## src/verilog/ifts_consts.vh

```
// Constants for the image frame trailer formatter
`ifndef IFTS_CONSTS_VH
`define IFTS_CONSTS_VH

`define IFTS_OFF_FORMAT    8'h00
`define IFTS_OFF_EXT       8'h04
`define IFTS_OFF_TEST      8'h08
`define IFTS_OFF_STAMP     8'h0c
`define IFTS_OFF_CRC       8'h10
`define IFTS_OFF_STATUS    8'h14
`define IFTS_OFF_LAST_CRC  8'h18
`define IFTS_OFF_STAMP_VAL 8'h1c

`define IFTS_FMT_LSB       0
`define IFTS_FMT_MSB       2
`define IFTS_WIDE_BIT      8
`define IFTS_EN_BIT        0
`define IFTS_BUSY_BIT      31
`define IFTS_FMT_RST       3'h0
`define IFTS_FMT_SCALABLE  3'h7

`define IFTS_RESP_OKAY     2'h0
`define IFTS_RESP_SLVERR   2'h2

`define IFTS_SAMPLE_MAX    12'hfff
`define IFTS_TAG_LAST      5'h0f
`define IFTS_EXT_LAST      5'h17
`define IFTS_WORD_LAST     5'h13

// Tag values are arbitrary
`define IFTS_TAG_EXT       128'h0f1e2d3c4b5a69788796a5b4c3d2e1f0
`define IFTS_TAG_STAMP     128'h1111222233334444555566667777aaaa
`define IFTS_TAG_CRC       128'h0123456789abcdeffedcba9876543210

`define IFTS_CRC_INIT      32'hffffffff
`define IFTS_CRC_POLY      32'hedb88320

`endif

```

## src/verilog/ifts_frame_formatter.v

```verilog
// Frame formatter: pixel packing, test image and tagged trailer sections
`timescale 1ns/100ps
`default_nettype none
`include "ifts_consts.vh"
module ifts_frame_formatter (
    input  wire        aclk,
    input  wire        aresetn,
    input  wire [7:0]  s_axi_awaddr,
    input  wire        s_axi_awvalid,
    output wire        s_axi_awready,
    input  wire [31:0] s_axi_wdata,
    input  wire [3:0]  s_axi_wstrb,
    input  wire        s_axi_wvalid,
    output wire        s_axi_wready,
    output reg  [1:0]  s_axi_bresp,
    output reg         s_axi_bvalid,
    input  wire        s_axi_bready,
    input  wire [7:0]  s_axi_araddr,
    input  wire        s_axi_arvalid,
    output wire        s_axi_arready,
    output reg  [31:0] s_axi_rdata,
    output reg  [1:0]  s_axi_rresp,
    output reg         s_axi_rvalid,
    input  wire        s_axi_rready,
    input  wire        expo_start,
    input  wire        pix_valid,
    output wire        pix_ready,
    input  wire [11:0] pix_data,
    input  wire        pix_eol,
    input  wire        pix_last,
    output reg         out_valid,
    input  wire        out_ready,
    output reg  [7:0]  out_data,
    output reg         out_last
);
    localparam ST_IMG = 1'b0;
    localparam ST_TRL = 1'b1;
    localparam [1:0] SEC_EXT   = 2'd0;
    localparam [1:0] SEC_STAMP = 2'd1;
    localparam [1:0] SEC_CRC   = 2'd2;
    localparam [1:0] SEC_NONE  = 2'd3;

    // Register file
    reg [2:0]  fmt_q;
    reg        wide_q;
    reg        ext_en_q;
    reg        test_en_q;
    reg        stamp_en_q;
    reg        crc_en_q;
    reg [31:0] stamp_q;
    reg [31:0] last_crc_q;
    reg [15:0] frames_q;
    reg [31:0] timer_q;
    // AXI write side
    reg [7:0]  aw_addr_q;
    reg        aw_full_q;
    reg [31:0] w_data_q;
    reg [3:0]  w_strb_q;
    reg        w_full_q;
    // Exposure pin synchroniser
    reg        ex_s1_q;
    reg        ex_s2_q;
    reg        ex_s3_q;
    reg        ex_lvl_q;
    // Frame engine
    reg        st_q;
    reg        in_frame_q;
    reg        phase_q;
    reg [7:0]  hi_q;
    reg        last_pend_q;
    reg        crc_cap_q;
    reg        f_wide_q;
    reg        f_test_q;
    reg        f_trl_q;
    reg        f_stamp_q;
    reg        f_crc_q;
    reg [1:0]  sec_q;
    reg [4:0]  idx_q;
    reg [15:0] x_q;
    reg [15:0] y_q;
    reg [15:0] width_q;
    reg [31:0] size_q;

    wire [31:0] crc_val;

    function [7:0] pick;
        input [127:0] v;
        input [4:0]   i;
        reg   [127:0] t;
        begin
            t = v >> {i, 3'b000};
            pick = t[7:0];
        end
    endfunction

    function [1:0] next_sec;
        input [1:0] cur;
        input       st_en;
        input       crc_en;
        begin
            if (cur == SEC_EXT && st_en) begin
                next_sec = SEC_STAMP;
            end else if (cur != SEC_CRC && crc_en) begin
                next_sec = SEC_CRC;
            end else begin
                next_sec = SEC_NONE;
            end
        end
    endfunction

    function match;
        input [7:0] a;
        input [7:0] off;
        begin
            match = (a == off);
        end
    endfunction

    // Write path: address and data taken in either order
    wire do_write = aw_full_q && w_full_q && !s_axi_bvalid;
    assign s_axi_awready = !aw_full_q;
    assign s_axi_wready  = !w_full_q;
    assign s_axi_arready = !s_axi_rvalid;

    wire wr_known = match(aw_addr_q, `IFTS_OFF_FORMAT) || match(aw_addr_q, `IFTS_OFF_EXT) ||
                    match(aw_addr_q, `IFTS_OFF_TEST) || match(aw_addr_q, `IFTS_OFF_STAMP) ||
                    match(aw_addr_q, `IFTS_OFF_CRC);

    reg [31:0] rd_d;
    reg        rd_ok;
    always @* begin
        rd_d  = 32'h00000000;
        rd_ok = 1'b1;
        case (s_axi_araddr)
            `IFTS_OFF_FORMAT:    rd_d = {23'h000000, wide_q, 5'h00, fmt_q};
            `IFTS_OFF_EXT:       rd_d = {31'h00000000, ext_en_q};
            `IFTS_OFF_TEST:      rd_d = {31'h00000000, test_en_q};
            `IFTS_OFF_STAMP:     rd_d = {31'h00000000, stamp_en_q};
            `IFTS_OFF_CRC:       rd_d = {31'h00000000, crc_en_q};
            `IFTS_OFF_STATUS:    rd_d = {in_frame_q, 15'h0000, frames_q};
            `IFTS_OFF_LAST_CRC:  rd_d = last_crc_q;
            `IFTS_OFF_STAMP_VAL: rd_d = stamp_q;
            default:             rd_ok = 1'b0;
        endcase
    end

    // Live settings apply at frame start, then stay fixed for that frame
    wire c_wide  = in_frame_q ? f_wide_q  : wide_q;
    wire c_test  = in_frame_q ? f_test_q  : test_en_q;
    wire c_trl   = in_frame_q ? f_trl_q   : (ext_en_q && fmt_q == `IFTS_FMT_SCALABLE);
    wire c_stamp = in_frame_q ? f_stamp_q : stamp_en_q;
    wire c_crc   = in_frame_q ? f_crc_q   : crc_en_q;
    wire [15:0] xb = in_frame_q ? x_q : 16'h0000;
    wire [15:0] yb = in_frame_q ? y_q : 16'h0000;

    wire can_load = !out_valid || out_ready;
    wire take     = (st_q == ST_IMG) && !phase_q && pix_valid && can_load;
    wire hi_go    = (st_q == ST_IMG) && phase_q && can_load;
    assign pix_ready = (st_q == ST_IMG) && !phase_q && can_load;

    // Test image: diagonal ramp, still bounded to twelve bits
    wire [11:0] pattern = xb[11:0] + yb[11:0];
    wire [11:0] sample  = c_test ? pattern : pix_data;
    wire [7:0]  img_b   = take ? (c_wide ? sample[7:0] : sample[11:4]) : hi_q;
    wire        img_go  = take || hi_go;
    wire        img_fin = take ? (!c_wide && pix_last) : last_pend_q;

    wire [127:0] tag = (sec_q == SEC_EXT) ? `IFTS_TAG_EXT :
                       (sec_q == SEC_STAMP) ? `IFTS_TAG_STAMP : `IFTS_TAG_CRC;
    wire [63:0]  pay = (sec_q == SEC_EXT) ? {size_q, width_q, y_q} :
                       (sec_q == SEC_STAMP) ? {32'h00000000, stamp_q} :
                       {32'h00000000, crc_val};
    wire [4:0]   pay_i  = idx_q - 5'h10;
    wire [7:0]   trl_b  = (idx_q <= `IFTS_TAG_LAST) ? pick(tag, idx_q) :
                          pick({64'h0, pay}, pay_i);
    wire [4:0]   sec_end = (sec_q == SEC_EXT) ? `IFTS_EXT_LAST : `IFTS_WORD_LAST;
    wire [1:0]   nxt     = next_sec(sec_q, f_stamp_q, f_crc_q);

    ifts_crc32 u_crc (
        .aclk    (aclk),
        .aresetn (aresetn),
        .init    (take && !in_frame_q),
        .en      (img_go),
        .data    (img_b),
        .crc     (crc_val)
    );

    always @(posedge aclk) begin
        if (!aresetn) begin
            fmt_q <= `IFTS_FMT_RST;
            wide_q <= 1'b0;
            ext_en_q <= 1'b0;
            test_en_q <= 1'b0;
            stamp_en_q <= 1'b0;
            crc_en_q <= 1'b0;
            stamp_q <= 32'h00000000;
            last_crc_q <= 32'h00000000;
            crc_cap_q <= 1'b0;
            frames_q <= 16'h0000;
            timer_q <= 32'h00000000;
            aw_addr_q <= 8'h00;
            aw_full_q <= 1'b0;
            w_data_q <= 32'h00000000;
            w_strb_q <= 4'h0;
            w_full_q <= 1'b0;
            s_axi_bvalid <= 1'b0;
            s_axi_bresp <= `IFTS_RESP_OKAY;
            s_axi_rvalid <= 1'b0;
            s_axi_rresp <= `IFTS_RESP_OKAY;
            s_axi_rdata <= 32'h00000000;
            ex_s1_q <= 1'b0;
            ex_s2_q <= 1'b0;
            ex_s3_q <= 1'b0;
            ex_lvl_q <= 1'b0;
            st_q <= ST_IMG;
            in_frame_q <= 1'b0;
            phase_q <= 1'b0;
            hi_q <= 8'h00;
            last_pend_q <= 1'b0;
            f_wide_q <= 1'b0;
            f_test_q <= 1'b0;
            f_trl_q <= 1'b0;
            f_stamp_q <= 1'b0;
            f_crc_q <= 1'b0;
            sec_q <= SEC_EXT;
            idx_q <= 5'h00;
            x_q <= 16'h0000;
            y_q <= 16'h0000;
            width_q <= 16'h0000;
            size_q <= 32'h00000000;
            out_valid <= 1'b0;
            out_data <= 8'h00;
            out_last <= 1'b0;
        end else begin
            timer_q <= timer_q + 32'h00000001;
            ex_s1_q <= expo_start;
            ex_s2_q <= ex_s1_q;
            ex_s3_q <= ex_s2_q;
            crc_cap_q <= 1'b0;
            // Level moves only once both late stages agree, so glitches are dropped
            if (ex_s2_q == ex_s3_q) begin
                ex_lvl_q <= ex_s3_q;
            end
            if (stamp_en_q && ex_s2_q && ex_s3_q && !ex_lvl_q) begin
                stamp_q <= timer_q;
            end
            // Final image byte enters the checksum on the same edge, so capture a cycle later
            if (crc_cap_q) begin
                last_crc_q <= crc_val;
            end

            if (s_axi_awvalid && !aw_full_q) begin
                aw_addr_q <= s_axi_awaddr;
                aw_full_q <= 1'b1;
            end
            if (s_axi_wvalid && !w_full_q) begin
                w_data_q <= s_axi_wdata;
                w_strb_q <= s_axi_wstrb;
                w_full_q <= 1'b1;
            end
            if (s_axi_bvalid && s_axi_bready) begin
                s_axi_bvalid <= 1'b0;
            end
            if (do_write) begin
                aw_full_q <= 1'b0;
                w_full_q <= 1'b0;
                s_axi_bvalid <= 1'b1;
                s_axi_bresp <= wr_known ? `IFTS_RESP_OKAY : `IFTS_RESP_SLVERR;
                if (w_strb_q[0]) begin
                    case (aw_addr_q)
                        `IFTS_OFF_FORMAT: fmt_q <= w_data_q[`IFTS_FMT_MSB:`IFTS_FMT_LSB];
                        `IFTS_OFF_EXT:    ext_en_q <= w_data_q[`IFTS_EN_BIT];
                        `IFTS_OFF_TEST:   test_en_q <= w_data_q[`IFTS_EN_BIT];
                        `IFTS_OFF_STAMP:  stamp_en_q <= w_data_q[`IFTS_EN_BIT];
                        `IFTS_OFF_CRC:    crc_en_q <= w_data_q[`IFTS_EN_BIT];
                        default:          fmt_q <= fmt_q;
                    endcase
                end
                if (w_strb_q[1] && aw_addr_q == `IFTS_OFF_FORMAT) begin
                    wide_q <= w_data_q[`IFTS_WIDE_BIT];
                end
            end
            if (s_axi_arvalid && !s_axi_rvalid) begin
                s_axi_rvalid <= 1'b1;
                s_axi_rdata <= rd_d;
                s_axi_rresp <= rd_ok ? `IFTS_RESP_OKAY : `IFTS_RESP_SLVERR;
            end else if (s_axi_rvalid && s_axi_rready) begin
                s_axi_rvalid <= 1'b0;
            end

            if (out_ready) begin
                out_valid <= 1'b0;
            end
            if (take) begin
                in_frame_q <= 1'b1;
                f_wide_q <= c_wide;
                f_test_q <= c_test;
                f_trl_q <= c_trl;
                f_stamp_q <= c_stamp;
                f_crc_q <= c_crc;
                hi_q <= {4'h0, sample[11:8]};
                phase_q <= c_wide;
                last_pend_q <= pix_last;
                x_q <= pix_eol ? 16'h0000 : xb + 16'h0001;
                y_q <= pix_eol ? yb + 16'h0001 : yb;
                if (pix_eol && yb == 16'h0000) begin
                    width_q <= xb + 16'h0001;
                end
            end
            if (hi_go) begin
                phase_q <= 1'b0;
            end
            if (img_go) begin
                out_valid <= 1'b1;
                out_data <= img_b;
                size_q <= (take && !in_frame_q) ? 32'h00000001 : size_q + 32'h00000001;
                out_last <= img_fin && !c_trl;
                if (img_fin) begin
                    if (c_trl) begin
                        st_q <= ST_TRL;
                        sec_q <= SEC_EXT;
                        idx_q <= 5'h00;
                    end else begin
                        in_frame_q <= 1'b0;
                        frames_q <= frames_q + 16'h0001;
                        crc_cap_q <= 1'b1;
                    end
                end
            end
            if (st_q == ST_TRL && can_load) begin
                out_valid <= 1'b1;
                out_data <= trl_b;
                out_last <= 1'b0;
                idx_q <= idx_q + 5'h01;
                if (idx_q == sec_end) begin
                    idx_q <= 5'h00;
                    sec_q <= nxt;
                    if (nxt == SEC_NONE) begin
                        out_last <= 1'b1;
                        st_q <= ST_IMG;
                        in_frame_q <= 1'b0;
                        frames_q <= frames_q + 16'h0001;
                        last_crc_q <= crc_val;
                    end
                end
            end
        end
    end
endmodule
`default_nettype wire

```

## src/verilog/ifts_crc32.v

```verilog
// Byte-wise CRC-32 accumulator for transmitted image bytes
`timescale 1ns/100ps
`default_nettype none
`include "ifts_consts.vh"
module ifts_crc32 (
    input  wire        aclk,
    input  wire        aresetn,
    input  wire        init,
    input  wire        en,
    input  wire [7:0]  data,
    output wire [31:0] crc
);
    reg [31:0] crc_q;

    function [31:0] step;
        input [31:0] c;
        input [7:0]  d;
        reg   [31:0] t;
        integer      i;
        begin
            t = c ^ {24'h000000, d};
            for (i = 0; i < 8; i = i + 1) begin
                t = t[0] ? ((t >> 1) ^ `IFTS_CRC_POLY) : (t >> 1);
            end
            step = t;
        end
    endfunction

    always @(posedge aclk) begin
        if (!aresetn) begin
            crc_q <= `IFTS_CRC_INIT;
        end else if (en) begin
            crc_q <= step(init ? `IFTS_CRC_INIT : crc_q, data);
        end else if (init) begin
            crc_q <= `IFTS_CRC_INIT;
        end
    end

    assign crc = ~crc_q;
endmodule
`default_nettype wire

```

## config.mk

```make
export PLATFORM = sky130hd
export DESIGN_NAME = ifts_frame_formatter
export DESIGN_NICKNAME = d
export VERILOG_FILES = /design/src/verilog/ifts_frame_formatter.v /design/src/verilog/ifts_crc32.v
export VERILOG_INCLUDE_DIRS = /design/src /design/src/verilog
export SDC_FILE = /design/constraint.sdc
export NUM_CORES = 1
export LEC_CHECK = 0
export ABC_AREA = 0
export BUFFER_PORTS_ARGS = -buffer_cell sky130_fd_sc_hd__clkbuf_2
export CAP_MARGIN = 20
export CORE_AREA = 2 2 182 184
export CTS_CLUSTER_SIZE = 24
export DETAILED_ROUTE_END_ITERATION = 6
export DIE_AREA = 0 0 184 186
export GPL_TIMING_DRIVEN = 0
export PLACE_DENSITY = 0.74
export RECOVER_POWER = 50
export SETUP_SLACK_MARGIN = 0.05
export SLEW_MARGIN = 20
export SYNTH_ARGS = -nofsm -noshare
export SYNTH_HDL_FRONTEND = slang
export SYNTH_HIERARCHICAL = 1
export SYNTH_SLANG_ARGS = --single-unit
export TNS_END_PERCENT = 100
```

## constraint.sdc

```tcl
create_clock -name aclk -period 6.6 [get_ports aclk]
set_input_delay 0.33 -clock aclk [delete_from_list [all_inputs] [get_ports aclk]]
set_output_delay 0.33 -clock aclk [all_outputs]
set_load 0.01 [all_outputs]
```

==> summary.txt <==
Run status
  – Status: finished clean

Global route
  – First-pass GRT wire length: 91000 µm
  – GRT overflow: 0
  – Largest net degree at the start of global routing: 14
  – Global-route usage over all layers: 0.349
  – Initial antenna violation count: 0
  – Vias in the first global route: 15408

Logic synthesis
  – Area leader, netlist: dfxtp_1
  – Cell area after synthesis: 0.0176 mm²
  – Area contributors post-synth: dfxtp_1, nor2_1, mux2i_1
  – Post-synth EDFFs: 0
  – Sequential cell area fraction in the yosys report: 0.363
  – Post-synth top area share: 0.363
  – Main flop type after synthesis: dfxtp_1
  – Avg Synthesized Cell Area: 8.25 µm²
  – Yosys reg bits: 319
  – Netlist cell types: between 90 and 100
  – Syn Inst Count: around 2100
  – Synth warn: 6
  – FFs w/ async S/R, synth: 0

Setup path
  – Crit path kind: reg -> reg
  – Max incr delay on CP: 0.66 ns
  – CP Launch Type: register
  – Worst reg2reg endpoint: u_crc/crc_q[26]
  – Reg2Reg Depth: 21
  – R2R Path Start: in_frame_q
  – WP buf/inv: 6
  – Top Family by Delay on Critical Path: compound AO/OA/AOI/OAI gates
  – WP data required: 6.98 ns
  – Most used cell, CP: buf_2
  – Crit end category: register
  – CP max stage cell: a221oi_1
  – Worst reg2reg setup slack: 0.49 ns
  – Worst-path maximum fanout: 10
  – Crit path cell chain: buf_4, buf_6, buf_2, buf_2, clkbuf_1, and2_1, ha_1, a21oi_1, o21ai_0, nand3_1, mux2i_1, a221oi_1, mux2_2, o21ai_0, buf_2, xnor2_1, o21ai_2, a211oi_1, nor3_1, nor3b_1, o21ai_1
  – Crit path arrival time: 6.49 ns

Route
  – ANT nets after route: 0
  – DRT Pass-1 Iters: 6
  – DRT Wirelength: between 50000 and 60000 µm
  – DR WL/cell: between 20 and 25 µm
  – First-iteration detailed-routing DRC count: 1749
  – Vias: 16488
  – Post-route DRC: 0
  – Via/cell ratio: 6.11

Placed design
  – Post-DP HPWL: 46500 µm
  – # port buffers: 93
  – Final GP Congestion: 1.01
  – Dpl cells: 2637

Timing
  – Setup TNS: 0 ns
  – Slew Limit Fails: 0
  – Fmax: ~160 MHz
  – Unrepaired setup endpoints after global routing: false
  – Max_slew headroom: 0.281
  – Final Hold Vio Count: 0
  – Final Cycle Share: 0.925
  – WHS: 0.0181 ns
  – Worst-Margin Slew: 1.08 ns
  – Final min period: 6.11 ns
  – Clock Skews: 0.0135 ns
  – Final setup viols: 0

Clock tree
  – H-tree depth: 2
  – Num Clock Sinks: 319
  – Post CTS Setup Buffer Count: 0
  – CTS tree: yes
  – Root Buffer: clkbuf_16
  – Worst-path clk slew: around 0.060 ns
  – Clk Latency, worst-skew pair: 0.52 ns
  – Clock buffer depth: 3
  – Total CTS buffers: 36

Layout
  – Register area: 0.00639 mm²
  – Fraction of layout cells with a size suffix above 1: 0.103
  – Filler cells: 2899
  – Final cell count without fillers: 2700
  – Area Growth Syn to Fin: 11.9%
  – Multi-input logic area: 0.0103 mm²
  – Final net count: 2357

Floorplanning
  – Floorplan core area: between 0.03 and 0.04 mm²
  – I/O pins: ~130
  – Initial Util: 0.547
  – Height of the chip: 186 µm
  – DIE AREA: around 0.034 mm²
  – DIE WIDTH: 184 µm
  – Row count: 66

Power and ir drop
  – Worst VDD drop: slightly below 0.0002 V
  – Leakage: 7.53 nW
  – P per Cell Area: between 200 and 300 mW/mm²

Hold path
  – Min-delay src: expo_start
  – Worst Hold Class: in -> reg
  – Hold path depth: 2
  – Hold endpoint: ex_s1_q

Flow run
  – Max-Cap Viols: 0
==> worst register-to-register path, delay by kind of cell, from the launching register on <==
kind	cells	cell delay, ns
compound gates	7	1.98
buf+inv	6	1.78
simple gates	4	1.00
mux	2	0.44
flops	1	0.33
xor+xnor	1	0.27
fa+ha+maj	1	0.18
==> what timing repair did <==
item                                   in CTS  in global routing
resized for setup                           0                  0
hold buffers                                1                  0
endpoints found under the hold margin       1                  0
==> registers in the layout (all words and copies together) (netlist names), 4 cells and up <==
register / cells
y_q: 16
u_crc/crc_q: 32
w_data_q: 4
hi_q: 4
size_q: 32
out_data: 8
s_axi_rdata: 32
last_crc_q: 32
aw_addr_q: 8
timer_q: 32
width_q: 16
idx_q: 5
frames_q: 16
stamp_q: 32
x_q: 16
==> layout make-up <==
type,count,share of cell area
sequential,319,0.324
antenna,1,0.000127
clock buffer,46,0.0508
multi-input combinational,1601,0.522
timing repair buffer,95,0.0213
buffer,150,0.0349
inverter,65,0.0125
tap,408,0.0259
clock inverter,15,0.00807
==> worst max path at each step <==
stage | startpoint | end | slack, ns | cells after the start
final | in_frame_q | u_crc/crc_q[26] | 0.49 | 21
after floorplan | in_frame_q | u_crc/crc_q[25] | 1.96 | 19
after global routing | in_frame_q | u_crc/crc_q[26] | 0.22 | 21
after global placement | in_frame_q | u_crc/crc_q[25] | 0.33 | 19
after CTS | in_frame_q | u_crc/crc_q[26] | 0.70 | 21
after detailed placement | in_frame_q | u_crc/crc_q[26] | 0.72 | 21
==> routing by layer <==
layer / vias up / share of wire / global-route usage
li1: 7722 / - / -
met1: 7892 / 0.43 / 0.477
met2: 742 / 0.45 / 0.558
met3: 132 / 0.079 / 0.0530
met4: 0 / 0.036 / 0.129
met5: - / 0 / 0
==> synthesized netlist by cell type, types with 5 or more instances <==
master      n
mux2_2     20
buf_1       7
buf_2      34
xnor2_1    72
nand2_1   207
o31ai_1     7
nor4_1     12
xnor2_2     5
a221oi_1   10
nor3_1     54
and3_1     19
ha_1       13
buf_6       5
xor2_2      6
or3_1      21
a21o_1      5
and4_1     10
mux2i_1   120
nand4_1    27
nor2_1    328
o22ai_1    14
o211ai_1   21
mux4_2     18
xnor3_1    12
o21a_1     13
a21oi_1   163
a211oi_1   25
dfxtp_1   319
buf_4      12
a31oi_1    21
and2_1     20
clkbuf_1   92
xor2_1     69
inv_1      62
a22oi_1    27
o21ai_0    79
nand2b_1    9
nor2b_1     9
nand3_1    66
==> cells in the final DEF, fill, tap and decap left out, types with 20 or more instances in the layout <==
cell and count:
a211oi_1 24, a21oi_1 163, a22oi_1 27, a31oi_1 21, and2_1 20, buf_2 34, clkbuf_1 149, clkbuf_16 37
clkbuf_2 42, dfxtp_1 319, inv_1 63, mux2_2 20, mux2i_1 120, nand2_1 207, nand3_1 66, nand4_1 28
nor2_1 328, nor3_1 55, o211ai_1 21, o21ai_0 79, or3_1 21, xnor2_1 72, xor2_1 69
==> metrics by stage <==
stage	setup WS (ns)	instance area (µm²)	utilization	power, mW
finish	0.493	19700	0.611	5.31
global route	0.223	19700	0.611	5.48
CTS	0.699	19800	0.614	5.29
detailed placement	0.718	18600	0.578	3.32
global placement	0.328	18600	0.577	3.31
floorplan	1.96	17600	-	2.96
==> report_power, final <==
part | switching [mW] | internal [mW] | leakage (nW) | total [mW]
registers | 0.0816 | 2.01 | 2.59 | 2.10
clock network | 0.807 | 1.19 | 0.573 | 1.99
logic | 0.734 | 0.484 | 4.37 | 1.22
total | 1.62 | 3.68 | 7.53 | 5.31
==> cell families (layout without fill, tap and decap cells) <==
kind of cell / count (synthesis) / in the layout / share of synthesized area
other cells: 1 / 3 / 0.000213
mux: 158 / 158 / 0.104
xor+xnor: 165 / 165 / 0.0970
fa+ha+maj: 13 / 13 / 0.00924
flops: 319 / 319 / 0.363
compound gates: 436 / 436 / 0.155
buf+inv: 215 / 371 / 0.0531
simple gates: 827 / 827 / 0.219
Power figures use the tool's default switching activity.
